<file path="src/hw/asr_pkg.sv">
/*
  Constants for the audio serial port with sample-rate and clock-divider control:
  register offsets, field positions, reset values, rate periods and converter latencies.
  Assumes a single core clock; all users refer to names as asr_pkg::name.
*/
package asr_pkg;
  // Register byte offsets on the Avalon-MM slave
  localparam logic [4:0] ADDR_CTRL = 5'h00;
  localparam logic [4:0] ADDR_STAT = 5'h04;
  localparam logic [4:0] ADDR_SRATE = 5'h08;
  localparam logic [4:0] ADDR_REC_L = 5'h0C;
  localparam logic [4:0] ADDR_REC_R = 5'h10;
  localparam logic [4:0] ADDR_PB_L = 5'h14;
  localparam logic [4:0] ADDR_PB_R = 5'h18;
  // Interface control fields
  localparam int CTL_ACT = 0;
  localparam int CTL_MASTER = 1;
  localparam int CTL_FMT_LO = 2;
  localparam int CTL_WL_LO = 4;
  localparam int CTL_LRP = 6;
  localparam logic [6:0] CTRL_RST = 7'h00;
  // sample_rate_clock_setup fields
  localparam int SR_USB = 0;
  localparam int SR_OVERSAMPLE_BASE_SEL = 1;
  localparam int SR_CODE_LO = 2;
  localparam int SR_CORE_HALF = 6;
  localparam int SR_PIN_HALF = 7;
  localparam logic [8:0] SRATE_RST = 9'h020;
  // Framing modes
  localparam logic [1:0] FMT_RJ = 2'h0;
  localparam logic [1:0] FMT_LJ = 2'h1;
  localparam logic [1:0] FMT_I2S = 2'h2;
  localparam logic [1:0] FMT_DSP = 2'h3;
  // Master clock periods per sample, USB mode (12 MHz)
  localparam logic [11:0] P_USB_96 = 12'h07D;
  localparam logic [11:0] P_USB_882 = 12'h088;
  localparam logic [11:0] P_USB_48 = 12'h0FA;
  localparam logic [11:0] P_USB_441 = 12'h110;
  localparam logic [11:0] P_USB_32 = 12'h177;
  localparam logic [11:0] P_USB_8021 = 12'h5D8;
  localparam logic [11:0] P_USB_8 = 12'h5DC;
  // Normal-mode base oversampling
  localparam logic [11:0] BASE_256 = 12'h100;
  localparam logic [11:0] BASE_384 = 12'h180;
  // Bit clock half period minus one, in master clock edges, normal mode at low rates
  localparam logic [1:0] BDIV_SLOW = 2'h3;
  // Group delays in sample periods, filter types 0..3
  localparam logic [19:0] DAC_LAT = {5'h05, 5'h05, 5'h12, 5'h0B};
  localparam logic [19:0] ADC_LAT = {5'h06, 5'h03, 5'h14, 5'h0C};
  // Bus handshake states
  typedef enum logic [1:0] {BUS_IDLE = 2'b01, BUS_ACK = 2'b10} asr_bus_t;
endpackage : asr_pkg

</file>
<file path="src/hw/asr_core.sv">
/*
  Audio serial port with sample-rate generator, bit/frame clock generation and
  clock dividers, reached over an Avalon-MM slave with waitrequest.
  Assumes MCLK_EDGE pulses once per master clock edge, synchronous to SYS_CLK,
  and that slave-mode pins are already synchronous to SYS_CLK.
*/
`timescale 1ns/100ps
module asr_core (
  // Clock, reset, freeze
  input wire logic SYS_CLK,
  input wire logic RST,
  input wire logic CE,
  // Avalon-MM register slave
  input wire logic [4:0] AVS_ADDRESS,
  input wire logic AVS_READ,
  input wire logic AVS_WRITE,
  input wire logic [31:0] AVS_WRITEDATA,
  output logic [31:0] AVS_READDATA,
  output logic AVS_WAITREQUEST,
  // Master clock edge strobe and divided clock pin
  input wire logic MCLK_EDGE,
  output logic OUT_CLK_PIN,
  // Bit clock pin
  input wire logic BCLK_IN,
  output logic BCLK_OUT,
  output logic BCLK_OE,
  // Frame sync pins
  input wire logic PLAYBACK_FRAME_SYNC_IN,
  output logic PLAYBACK_FRAME_SYNC_OUT,
  output logic PLAYBACK_FRAME_SYNC_OE,
  input wire logic RECORD_FRAME_SYNC_IN,
  output logic RECORD_FRAME_SYNC_OUT,
  output logic RECORD_FRAME_SYNC_OE,
  // Serial data
  input wire logic DIN,
  output logic DOUT
);
  asr_pkg::asr_bus_t bus_q;
  logic wait_q, oclk_q, oc_ph_q, bclk_q, bclk_oe_q, bclk_prev_q, dout_q;
  logic [31:0] rdata_q, rd_mux, rec_l_q, rec_r_q, pb_l_q, pb_r_q, sh_q;
  logic [6:0] ctrl_q;
  logic [7:0] srate_q;
  logic [1:0] bc_cnt_q, bdiv, fmt, ftype, lr_q, fs_prev_q, fs_oe_q, pend_q, fs_lvl;
  logic [12:0] hf_cnt_q [2];
  logic [12:0] half_ticks [2];
  logic [6:0] bit_q [2];
  logic [6:0] len_q [2];
  logic [5:0] wl;
  logic [4:0] dac_lat, adc_lat;
  logic act, master, usb, wr_take, tick, bfall, brise;

  // Word length in bits; right-justified cannot use 32, so it falls back to 24
  function automatic logic [5:0] word_bits(input logic [1:0] f, input logic [1:0] c);
    case (c)
      2'h0: word_bits = 6'd16;
      2'h1: word_bits = 6'd20;
      2'h2: word_bits = 6'd24;
      default: word_bits = (f == asr_pkg::FMT_RJ) ? 6'd24 : 6'd32;
    endcase
  endfunction : word_bits

  // Master clock periods per sample for one converter
  function automatic logic [11:0] period(input logic u, input logic bo,
                                         input logic [3:0] c, input logic adc);
    logic [2:0] s;
    logic [11:0] b;
    s = 3'd0;
    b = bo ? asr_pkg::BASE_384 : asr_pkg::BASE_256;
    case (c)
      4'h1: s = adc ? 3'd0 : 3'd1;
      4'h2: s = adc ? 3'd1 : 3'd0;
      4'h3: s = 3'd1;
      4'h6: s = 3'd2;
      4'h7: s = 3'd3;
      4'h8: s = 3'd4;
      4'h9: s = adc ? 3'd4 : 3'd5;
      4'hA: s = adc ? 3'd5 : 3'd4;
      4'hB: s = 3'd5;
      4'hF: s = 3'd6;
      default: s = 3'd0;
    endcase
    // Integer dividers of 12 MHz give 8.021, 44.117 and 88.235 kHz
    if (u) begin
      case (s)
        3'd1: period = asr_pkg::P_USB_8;
        3'd2: period = asr_pkg::P_USB_32;
        3'd3: period = asr_pkg::P_USB_96;
        3'd4: period = asr_pkg::P_USB_441;
        3'd5: period = asr_pkg::P_USB_8021;
        3'd6: period = asr_pkg::P_USB_882;
        default: period = asr_pkg::P_USB_48;
      endcase
    end else begin
      case (s)
        3'd1: period = 12'(b * 6);
        3'd2: period = 12'((b * 3) >> 1);
        3'd3, 3'd6: period = b >> 1;
        3'd5: period = 12'((b * 11) >> 1);
        default: period = b;
      endcase
    end
  endfunction : period

  // Slot of bit k since the frame edge: {valid, right channel, distance from MSB}
  function automatic logic [6:0] slot(input logic [1:0] f, input logic [5:0] w,
                                      input logic [6:0] k, input logic [6:0] h,
                                      input logic lr, input logic lr_phase_sel);
    logic [7:0] s, d;
    logic lft;
    s = 8'd0;
    lft = lr_phase_sel ^ (f != asr_pkg::FMT_I2S);
    case (f)
      asr_pkg::FMT_I2S: s = 8'd1;
      asr_pkg::FMT_RJ: s = (h >= 7'(w)) ? 8'(h - 7'(w)) : 8'd0;
      asr_pkg::FMT_DSP: s = lr_phase_sel ? 8'd0 : 8'd1;
      default: s = 8'd0;
    endcase
    d = 8'(k) - s;
    if (f == asr_pkg::FMT_DSP) begin
      // Right word follows the left one with no gap
      if (8'(k) >= s && d < 8'(w)) slot = {2'b10, d[4:0]};
      else if (8'(k) >= s && d < 8'({w, 1'b0})) slot = {2'b11, 5'(d - 8'(w))};
      else slot = 7'h00;
    end else begin
      slot = {(8'(k) >= s) && (d < 8'(w)), lr != lft, d[4:0]};
    end
  endfunction : slot

  assign act = ctrl_q[asr_pkg::CTL_ACT];
  assign master = ctrl_q[asr_pkg::CTL_MASTER];
  assign fmt = ctrl_q[asr_pkg::CTL_FMT_LO +: 2];
  assign wl = word_bits(fmt, ctrl_q[asr_pkg::CTL_WL_LO +: 2]);
  assign usb = srate_q[asr_pkg::SR_USB];
  assign tick = CE && MCLK_EDGE;
  assign wr_take = CE && (bus_q == asr_pkg::BUS_ACK) && AVS_WRITE;

  // Rate periods, bit clock divider, filter type and latency
  always_comb begin
    half_ticks[0] = 13'(period(usb, srate_q[asr_pkg::SR_OVERSAMPLE_BASE_SEL],
                               srate_q[asr_pkg::SR_CODE_LO +: 4], 1'b0))
                    << srate_q[asr_pkg::SR_CORE_HALF];
    half_ticks[1] = 13'(period(usb, srate_q[asr_pkg::SR_OVERSAMPLE_BASE_SEL],
                               srate_q[asr_pkg::SR_CODE_LO +: 4], 1'b1))
                    << srate_q[asr_pkg::SR_CORE_HALF];
    bdiv = (usb || srate_q[asr_pkg::SR_CODE_LO +: 3] == 3'h7) ? 2'h0 : asr_pkg::BDIV_SLOW;
    if (srate_q[asr_pkg::SR_CODE_LO +: 4] == 4'h7) ftype = usb ? 2'h3 : 2'h2;
    else if (srate_q[asr_pkg::SR_CODE_LO +: 4] == 4'hF) ftype = 2'h2;
    else ftype = usb ? {1'b0, srate_q[asr_pkg::SR_CODE_LO + 3]} : 2'h1;
    dac_lat = asr_pkg::DAC_LAT[5 * ftype +: 5];
    adc_lat = asr_pkg::ADC_LAT[5 * ftype +: 5];
  end

  // Read multiplexer; unmapped offsets read as zero
  always_comb begin
    case (AVS_ADDRESS)
      asr_pkg::ADDR_CTRL: rd_mux = {25'h0, ctrl_q};
      asr_pkg::ADDR_STAT: rd_mux = {18'h0, bdiv == 2'h0, ftype, adc_lat, dac_lat, 1'b0};
      asr_pkg::ADDR_SRATE: rd_mux = {24'h0, srate_q};
      asr_pkg::ADDR_REC_L: rd_mux = rec_l_q;
      asr_pkg::ADDR_REC_R: rd_mux = rec_r_q;
      asr_pkg::ADDR_PB_L: rd_mux = pb_l_q;
      asr_pkg::ADDR_PB_R: rd_mux = pb_r_q;
      default: rd_mux = 32'h0000_0000;
    endcase
  end

  // Bus handshake: every request is answered one cycle after it is seen
  always_ff @(posedge SYS_CLK) begin
    if (RST) begin
      bus_q <= asr_pkg::BUS_IDLE;
      wait_q <= 1'b1;
      rdata_q <= 32'h0000_0000;
    end else if (CE) begin
      case (bus_q)
        asr_pkg::BUS_IDLE: begin
          if (AVS_READ || AVS_WRITE) begin
            bus_q <= asr_pkg::BUS_ACK;
            wait_q <= 1'b0;
            rdata_q <= AVS_READ ? rd_mux : 32'h0000_0000;
          end
        end
        default: begin
          bus_q <= asr_pkg::BUS_IDLE;
          wait_q <= 1'b1;
        end
      endcase
    end
  end

  // Software registers; the reserved top bit is simply not stored
  always_ff @(posedge SYS_CLK) begin
    if (RST) begin
      ctrl_q <= asr_pkg::CTRL_RST;
      srate_q <= asr_pkg::SRATE_RST[7:0];
      rec_l_q <= 32'h0000_0000;
      rec_r_q <= 32'h0000_0000;
    end else if (wr_take) begin
      if (AVS_ADDRESS == asr_pkg::ADDR_CTRL) ctrl_q <= AVS_WRITEDATA[6:0];
      if (AVS_ADDRESS == asr_pkg::ADDR_SRATE) srate_q <= AVS_WRITEDATA[7:0];
      if (AVS_ADDRESS == asr_pkg::ADDR_REC_L) rec_l_q <= AVS_WRITEDATA;
      if (AVS_ADDRESS == asr_pkg::ADDR_REC_R) rec_r_q <= AVS_WRITEDATA;
    end
  end

  // Clock pin divider, independent of act and master; SR_PIN_HALF halves its rate
  always_ff @(posedge SYS_CLK) begin
    if (RST) begin
      oclk_q <= 1'b0;
      oc_ph_q <= 1'b0;
    end else if (tick) begin
      oc_ph_q <= ~oc_ph_q;
      if (!srate_q[asr_pkg::SR_PIN_HALF] || oc_ph_q) oclk_q <= ~oclk_q;
    end
  end

  // Bit clock generator; stops when inactive so the host sees no stray edges
  always_ff @(posedge SYS_CLK) begin
    if (RST) begin
      bclk_q <= 1'b0;
      bc_cnt_q <= 2'h0;
      bclk_oe_q <= 1'b0;
      fs_oe_q <= 2'b00;
    end else if (CE) begin
      bclk_oe_q <= master;
      fs_oe_q <= {master, master};
      if (!(act && master)) begin
        bclk_q <= 1'b0;
        bc_cnt_q <= 2'h0;
      end else if (MCLK_EDGE) begin
        bc_cnt_q <= (bc_cnt_q >= bdiv) ? 2'h0 : 2'(bc_cnt_q + 2'h1);
        if (bc_cnt_q >= bdiv) bclk_q <= ~bclk_q;
      end
    end
  end

  // Frame clocks: a half-frame count arms a toggle taken at the next bit clock fall
  always_ff @(posedge SYS_CLK) begin
    if (RST) begin
      lr_q <= 2'b00;
      pend_q <= 2'b00;
      for (int i = 0; i < 2; i++) hf_cnt_q[i] <= 13'h0000;
    end else if (CE) begin
      for (int i = 0; i < 2; i++) begin
        if (!(act && master)) begin
          hf_cnt_q[i] <= 13'h0000;
          pend_q[i] <= 1'b0;
        end else begin
          if (pend_q[i] && bclk_q && MCLK_EDGE && bc_cnt_q >= bdiv) begin
            lr_q[i] <= ~lr_q[i];
            pend_q[i] <= 1'b0;
          end
          // A fresh expiry in the same cycle as a toggle must not be lost
          if (MCLK_EDGE) begin
            hf_cnt_q[i] <= (hf_cnt_q[i] + 13'h0001 >= half_ticks[i]) ? 13'h0000
                           : 13'(hf_cnt_q[i] + 13'h0001);
            if (hf_cnt_q[i] + 13'h0001 >= half_ticks[i]) pend_q[i] <= 1'b1;
          end
        end
      end
    end
  end

  assign fs_lvl = master ? lr_q : {RECORD_FRAME_SYNC_IN, PLAYBACK_FRAME_SYNC_IN};
  assign brise = (master ? bclk_q : BCLK_IN) && !bclk_prev_q;
  assign bfall = !(master ? bclk_q : BCLK_IN) && bclk_prev_q;

  // Bit position counters, one per direction; index 0 playback, 1 record
  always_ff @(posedge SYS_CLK) begin
    if (RST) begin
      bclk_prev_q <= 1'b0;
      fs_prev_q <= 2'b00;
      for (int i = 0; i < 2; i++) begin
        bit_q[i] <= 7'h00;
        len_q[i] <= 7'h00;
      end
    end else if (CE) begin
      bclk_prev_q <= master ? bclk_q : BCLK_IN;
      fs_prev_q <= fs_lvl;
      for (int i = 0; i < 2; i++) begin
        if (fs_prev_q[i] && !fs_lvl[i] || fmt != asr_pkg::FMT_DSP
            && !fs_prev_q[i] && fs_lvl[i]) begin
          bit_q[i] <= 7'h00;
          len_q[i] <= bit_q[i];
        end else if (brise && bit_q[i] != 7'h7F) begin
          bit_q[i] <= 7'(bit_q[i] + 7'h01);
        end
      end
    end
  end

  // Playback receive: DIN sampled on bit clock rises, word stored at its LSB
  always_ff @(posedge SYS_CLK) begin : rx_blk
    logic [6:0] sl;
    logic [31:0] wmask;
    sl = slot(fmt, wl, bit_q[0], len_q[0], fs_lvl[0], ctrl_q[asr_pkg::CTL_LRP]);
    // Bits above the word read as zero, not as leftovers of the previous word
    wmask = 32'hFFFF_FFFF >> (6'd32 - wl);
    if (RST) begin
      sh_q <= 32'h0000_0000;
      pb_l_q <= 32'h0000_0000;
      pb_r_q <= 32'h0000_0000;
    end else if (CE && act && brise && sl[6]) begin
      sh_q <= {sh_q[30:0], DIN};
      if (sl[4:0] == 5'(wl - 6'd1) && !sl[5]) pb_l_q <= {sh_q[30:0], DIN} & wmask;
      if (sl[4:0] == 5'(wl - 6'd1) && sl[5]) pb_r_q <= {sh_q[30:0], DIN} & wmask;
    end
  end

  // Record transmit: DOUT changes on bit clock falls, MSB first, low outside a word
  always_ff @(posedge SYS_CLK) begin : tx_blk
    logic [6:0] sl;
    logic [5:0] ix;
    sl = slot(fmt, wl, (fs_prev_q[1] != fs_lvl[1]) ? 7'h00 : bit_q[1], len_q[1],
              fs_lvl[1], ctrl_q[asr_pkg::CTL_LRP]);
    ix = 6'(wl - 6'd1 - {1'b0, sl[4:0]});
    if (RST) begin
      dout_q <= 1'b0;
    end else if (CE) begin
      if (!act) dout_q <= 1'b0;
      else if (bfall) dout_q <= sl[6] && (sl[5] ? rec_r_q[ix[4:0]] : rec_l_q[ix[4:0]]);
    end
  end

  assign AVS_READDATA = rdata_q;
  assign AVS_WAITREQUEST = wait_q;
  assign OUT_CLK_PIN = oclk_q;
  assign BCLK_OUT = bclk_q;
  assign BCLK_OE = bclk_oe_q;
  assign PLAYBACK_FRAME_SYNC_OUT = lr_q[0];
  assign RECORD_FRAME_SYNC_OUT = lr_q[1];
  assign PLAYBACK_FRAME_SYNC_OE = fs_oe_q[0];
  assign RECORD_FRAME_SYNC_OE = fs_oe_q[1];
  assign DOUT = dout_q;
endmodule : asr_core

</file>
<file path="config.mk">
export PLATFORM = sky130hd
export DESIGN_NAME = asr_core
export DESIGN_NICKNAME = d
export VERILOG_FILES = /design/src/hw/asr_pkg.sv /design/src/hw/asr_core.sv
export SDC_FILE = /design/constraint.sdc
export NUM_CORES = 1
export LEC_CHECK = 0
export BUFFER_PORTS_ARGS = -buffer_cell sky130_fd_sc_hd__buf_2
export CORE_UTILIZATION = 57
export DETAILED_ROUTE_END_ITERATION = 7
export HOLD_SLACK_MARGIN = 0.08
export PLACE_DENSITY = 0.82
export SLEW_MARGIN = 20
export SYNTH_ARGS = -nofsm -noshare
export SYNTH_HDL_FRONTEND = slang
export SYNTH_SLANG_ARGS = --single-unit
</file>
<file path="constraint.sdc">
create_clock -name SYS_CLK -period 21.1 [get_ports SYS_CLK]
set_clock_uncertainty 0.1 [all_clocks]
set_input_delay 4.22 -clock SYS_CLK [delete_from_list [all_inputs] [get_ports SYS_CLK]]
set_output_delay 4.22 -clock SYS_CLK [all_outputs]
set_load 0.02 [all_outputs]
</file>
# After elaboration in Yosys (flattened, before gate mapping)
# Memories as Yosys holds them, arrays and structs flattened. A register that Yosys moved wholly into a read port is not among the register bits.
# Cells that the tools add are included.
# Widths: inputs -> output; s select.
[word_totals] register_bits=224 mem_bits_rw=54 rom_bits=96 output_inout_bits=41 elab_cells=281 n_memories=5
[classes] addsub=14 multipliers=4 order_cmp=12 n_eq_ne=39 shifts=5 n_mux=100 bitwise_logic=17 reduce_logical=63
[mem_list] memory="(no name shown)" words=16 word_bits=3 read_ports=1 rd_ports_with_merged_regs=1 write_ports=0 line_no="asr_core.sv:69" rtl="case (c)"
[mem_list] memory="(no name shown)" words=16 word_bits=3 read_ports=1 rd_ports_with_merged_regs=1 write_ports=0 line_no="asr_core.sv:69"
[mem_list] memory="hf_cnt_q" words=2 word_bits=13 read_ports=2 rd_ports_with_merged_regs=0 write_ports=2 line_no="asr_core.sv:44" rtl="logic [12:0] hf_cnt_q [2];"
[mem_list] memory="bit_q" words=2 word_bits=7 read_ports=2 rd_ports_with_merged_regs=0 write_ports=2 line_no="asr_core.sv:46" rtl="logic [6:0] bit_q [2];"
[mem_list] memory="len_q" words=2 word_bits=7 read_ports=2 rd_ports_with_merged_regs=0 write_ports=2 line_no="asr_core.sv:47" rtl="logic [6:0] len_q [2];"
[ops] cell="$pmux 32 s7" n=1
[ops] cell="$pmux 11 s6" n=2
[ops] cell="$pmux 12 s4" n=2
[ops] cell="$mux 7" n=13
[ops] cell="$mux 13" n=6
[ops] cell="$mux 1" n=51
[ops] cell="$pmux 8 s3" n=2
[ops] cell="$shiftx 20x6->5 const A" n=2
[ops] cell="$and 32x32->32" n=1
[ops] cell="$mux 32" n=1
[ops] cell="$shr 32x6->32 const A" n=1
[ops] cell="$logic_and 1x1->1" n=30
[ops] cell="$add 13x1->13 const B" n=2
[ops] cell="$ge 13x13->1" n=2
[ops] cell="$shl 12x1->13" n=2
[ops] cell="$mux 12" n=2
[ops] cell="$mux 8" n=3
[ops] cell="$mul 9x2->11 const B" n=2
[ops] cell="$eq 3x3->1 const B" n=7
[ops] cell="$reduce_and 2->1" n=10
[ops] cell="$mux 2" n=9
[ops] cell="$pmux 6 s3" n=1
[ops] cell="$ge 7x8->1" n=2
[ops] cell="$lt 8x6->1" n=2
[ops] cell="39 further kinds" n=98

# Depth between registers and ports, before layout
[logic_depth] word_depth=19 ltp_mapped=36

# Least setup slack after synthesis
# OpenSTA, ideal clock, no wires.
[synth_timing] path_kind="input port to flip-flop" start="in RECORD_FRAME_SYNC_IN" end="reg dout_q, in the netlist DOUT" setup_time_ps=101 t_arrival_ps=9127 required_ps=20899 slack_ps=11772 cell_stages=25 cell_sequence="mux2i_1 > xnor2_1 > nand2b_1 > ha_1 > inv_1 > fa_1 > a21o_1 > a21oi_1 > xnor2_1 > ha_1 > nor2b_1 > o21ai_0 > nand2b_1 > nor2_1 > nor2_1 > o32a_1 > ha_1 > clkbuf_1 > nor3_1 > or2_2 > o31ai_1 > a2111o_1 > nor4bb_1 > a31o_1 > o41ai_1"
[synth_between] elab_chain_len=16 word_cells_on_any_way=23 cone_classes="add/sub (3); order compare (3); eq/ne (2); mux (12); reduce/logical (3)"
[synth_lines] element="start, declared" line_no="asr_core.sv:31" rtl="input wire logic RECORD_FRAME_SYNC_IN,"
[synth_lines] element="$mux 2 (*)" line_no="asr_core.sv:263" rtl="assign fs_lvl = master ? lr_q : {RECORD_FRAME_SYNC_IN, PLAYBACK_FRAME_SYNC_IN};"
[synth_lines] element="$ne 1x1->1" line_no="asr_core.sv:313" rtl="sl = slot(fmt, wl, (fs_prev_q[1] != fs_lvl[1]) ? 7'h00 : bit_q[1], len_q[1],"
[synth_lines] element="$mux 7" line_no="asr_core.sv:313"
[synth_lines] element="$sub 7x8->8" line_no="asr_core.sv:118" rtl="d = 8'(k) - s;"
[synth_lines] element="$lt 8x7->1" line_no="asr_core.sv:122" rtl="else if (8'(k) >= s && d < 8'({w, 1'b0})) slot = {2'b11, 5'(d - 8'(w))};"
[synth_lines] element="$logic_and 1x1->1" line_no="asr_core.sv:122"
[synth_lines] element="$mux 7" line_no="asr_core.sv:122"
[synth_lines] element="$mux 7" line_no="asr_core.sv:121" rtl="if (8'(k) >= s && d < 8'(w)) slot = {2'b10, d[4:0]};"
[synth_lines] element="$mux 7 (*)" line_no="asr_core.sv:119" rtl="if (f == asr_pkg::FMT_DSP) begin"
[synth_lines] element="$sub 5x5->5" line_no="asr_core.sv:315" rtl="ix = 6'(wl - 6'd1 - {1'b0, sl[4:0]});"
[synth_lines] element="$bmux 1 s5" line_no="asr_core.sv:320" rtl="else if (bfall) dout_q <= sl[6] && (sl[5] ? rec_r_q[ix[4:0]] : rec_l_q[ix[4:0]]);"
[synth_lines] element="$mux 1 (not written as such)" line_no="asr_core.sv:320"
[synth_lines] element="$mux 1" line_no="asr_core.sv:320"
[synth_lines] element="$logic_and 1x1->1 (*)" line_no="asr_core.sv:320"
[synth_lines] element="$mux 1 (*)" line_no="asr_core.sv:320"
[synth_lines] element="$mux 1 (*)" line_no="asr_core.sv:319" rtl="if (!act) dout_q <= 1'b0;"
[synth_lines] element="end signal, assigned" line_no="asr_core.sv:320"
[synth_lines] element="end, declared" line_no="asr_core.sv:39" rtl="logic wait_q, oclk_q, oc_ph_q, bclk_q, bclk_oe_q, bclk_prev_q, dout_q;"
# Mark *: on every way between the ends. The rest lies on a longest branch, timed or not. The select of a mux whose other input is x is not followed.
# A chain may end at the register's enable or synchronous reset.

# Final worst setup path
# Ends and elaborated chain as after synthesis.

==> run metrics <==
outcome finished with violations; failing checks DRC; fmax 99.68 MHz; reg2reg end DOUT; Synth area leader dfxtp_1; via/cell ratio 6.150; Antenna Nets Post-Route 0; Mapped Nets 1,959; leading register cell type out of synthesis dfxtp_1; CP peak stage delay 0.67 ns; Min-Delay Path Depth 2; H-tree levels 1; Max Slew Vio Count 0; delay-heaviest family, CP compound AO/OA/AOI/OAI gates; WP data required 21.47 ns; Floorplan Core Area 0.02718 sq mm; largest net degree at the start of global routing 105; Final GP Congestion 0.9471; hpwl dp 29.00 mm; Final Non-Filler Cells 2,250; Fin. Hold Viols 0; Slew HR 24.86%; CP endpoint kind flip-flop; CP max stage cell ha_1; Std-Cell Rows 60; CTS tree built; Clock Latency Late Sink 0.58 ns; Synth top area share 28.47%; Post-DP Area 0.01638 sq mm; origin of the critical flop-to-flop path ctrl_q[5]; share of layout cells above drive strength 1 10.06%; Cell Area, Synth 0.01589 sq mm; initial antenna violation count 0; CTS Buffer Depth 3; Syn Inst Count 1,843; grt ovf 0; Die Ht 169.0 um; final WL 42.00 mm; CP Max Fanout 20; CP Launch Point RECORD_FRAME_SYNC_IN; Area Overhead vs Synth 9.400%; Diodes inserted 0; worst path buffer plus inverter count 2; drt first pass iters 8; Synth area leaders dfxtp_1 (28%), edfxtp_1 (10%), mux2i_1 (7.8%); Lkg Pwr 6.753 nW; global-route wire length before repair 67.22 mm; design area 0.01739 sq mm; actual slew at the worst max-slew pin 1.126 ns; TNS Setup 0 ns; post-synthesis sequential area ratio 38.67%; commonest cells in the netlist nand2_1 (244), dfxtp_1 (226), nor2_1 (181); Final Critical Period 10.03 ns; Post-CTS Setup Inserts 0; TritonCTS Buffers 30; period utilization 47.54%; Int Pwr 938.5 uW; Ports 88; Clk pwr share 41.4%; initial DRC count 1,313; crit path launch type input port; power per cell area 73.54 mW/mm^2; unrepaired setup endpoints after global routing false; number of flops mapped to enable cells by yosys 54; Total GRT Usage 28.91%; Die ar. 0.02855 sq mm; I/O Buffers 87; routed vias 13,840; flop-to-flop setup slack 12.90 ns; Worst VDD drop 0.06896 mV; Final Setup Violations 0; Clock Tree Root clkbuf_16; CTS hold repair buffers 0; post-CTS sizing 0; Synth cell types 90; PnR Total Power 1.279 mW; max_cap viols 0; Final #Nets 1,974; WP data arrival 10.40 ns; dpl cells 2,198; Yosys reg bits 280; starting density of the core 58.48%; vias in the first global route 13,350; Hold Path Sink pend_q[1]; Sw Share 26.60%; top-count cell post-synth nand2_1; Tightest Hold Check Type reg -> reg; Synth Warn # 0; Reg power frac 43.8%; die width 169.0 um; worst hold start pend_q[1]; cell repeated most along the worst path ha_1; clock-pin slew on the worst setup and hold paths 0.06 ns; DRC viols 3; ys async rst share 0%; combinational power share 14.8%; Mean Syn Cell Area 8.623 sq um; Net Switching 340.1 uW; # clock sinks 280; WL/cell 18.67 um; depth of the worst register-to-register path 29; WS Path Type in -> reg
-- metal layers --
layer	track usage [%]	up-vias	wire [um]	share of wire [%]
met4	12.03	0	1629	3.9
met3	3.951	123	2889	6.9
met2	48.47	568	19640	47
li1	-	6585	-	-
met5	0	-	0	0
met1	37.48	6562	17840	42
-- power by group through the flow --
stage / sequential (mW) / clock [mW] / combinational (mW)
2_1_floorplan: 0.569 / 0 / 0.142
3_3_place_gp: 0.571 / 0 / 0.181
3_5_place_dp: 0.571 / 0 / 0.185
4_1_cts: 0.560 / 0.536 / 0.187
5_1_grt: 0.561 / 0.557 / 0.211
6_report: 0.560 / 0.529 / 0.189
-- cells in the final DEF, fill, tap and decap left out, types with 33 or more instances in the layout --
cell / count
inv_1: 35
nand2b_1: 107
mux2i_1: 124
o21ai_0: 41
buf_2: 86
ha_1: 64
dfxtp_1: 226
xnor2_1: 34
nor2_1: 180
edfxtp_1: 54
a21oi_1: 177
nand2_1: 244
nor2b_1: 40
a222oi_1: 33
-- how the worst max path moves through the flow --
stage | to | cells after the start | slack, ns
floorplan | DOUT | 25 | 11.77
global placement | DOUT | 25 | 10.65
detailed placement | DOUT | 25 | 10.52
CTS | DOUT | 25 | 11.08
global route | DOUT | 25 | 10.42
finish | DOUT | 25 | 11.07
-- stage by stage --
stage          utilization, %  worst slack, ns  hold WS, ns
2_1_floorplan               -            11.77       0.3247
3_3_place_gp            60.29            10.65       0.3414
3_5_place_dp            60.29            10.52       0.3469
4_1_cts                 63.97            11.08       0.3609
5_1_grt                 63.98            10.42       0.3907
6_report                63.98            11.07       0.3599
-- logic make-up after synthesis --
logic type / count (synthesis) / share of synthesized area [%]
AOI/OAI and AO/OA: 412 / 17.03
xor gates and xnor gates: 60 / 3.307
adders and majority gates: 70 / 5.731
buffers and inverters: 157 / 4.338
DFF: 280 / 38.67
muxes: 138 / 8.873
and+or+nand+nor: 726 / 22.05
-- worst min-delay path, cell delays in order, from the launching register on --
cell,delay [ns]
dfxtp_1,0.33
nand2_1,0.04
o21ai_0,0.06
-- sequential cells by signal, summed over array words and instances, names as in the netlist, 7 cells and up, named ones only --
register and cells:
AVS_READDATA 32, sh_q 31, bit_q 14, hf_cnt_q 26
srate_q 8, ctrl_q 7, pb_l_q 32, pb_r_q 32
rec_l_q 32, rec_r_q 32, len_q 14
-- cell type report --
type                       count  area (sq um)
inverter                      37         141.4
clock inverter                 6         87.58
multi-input combinational   1406          9071
fill                        2331          9789
tap                          372         465.4
clock buffer                  46         913.4
timing repair buffer         103         561.8
sequential                   280          6146
Note: power is estimated with default switching activity, not from simulation.
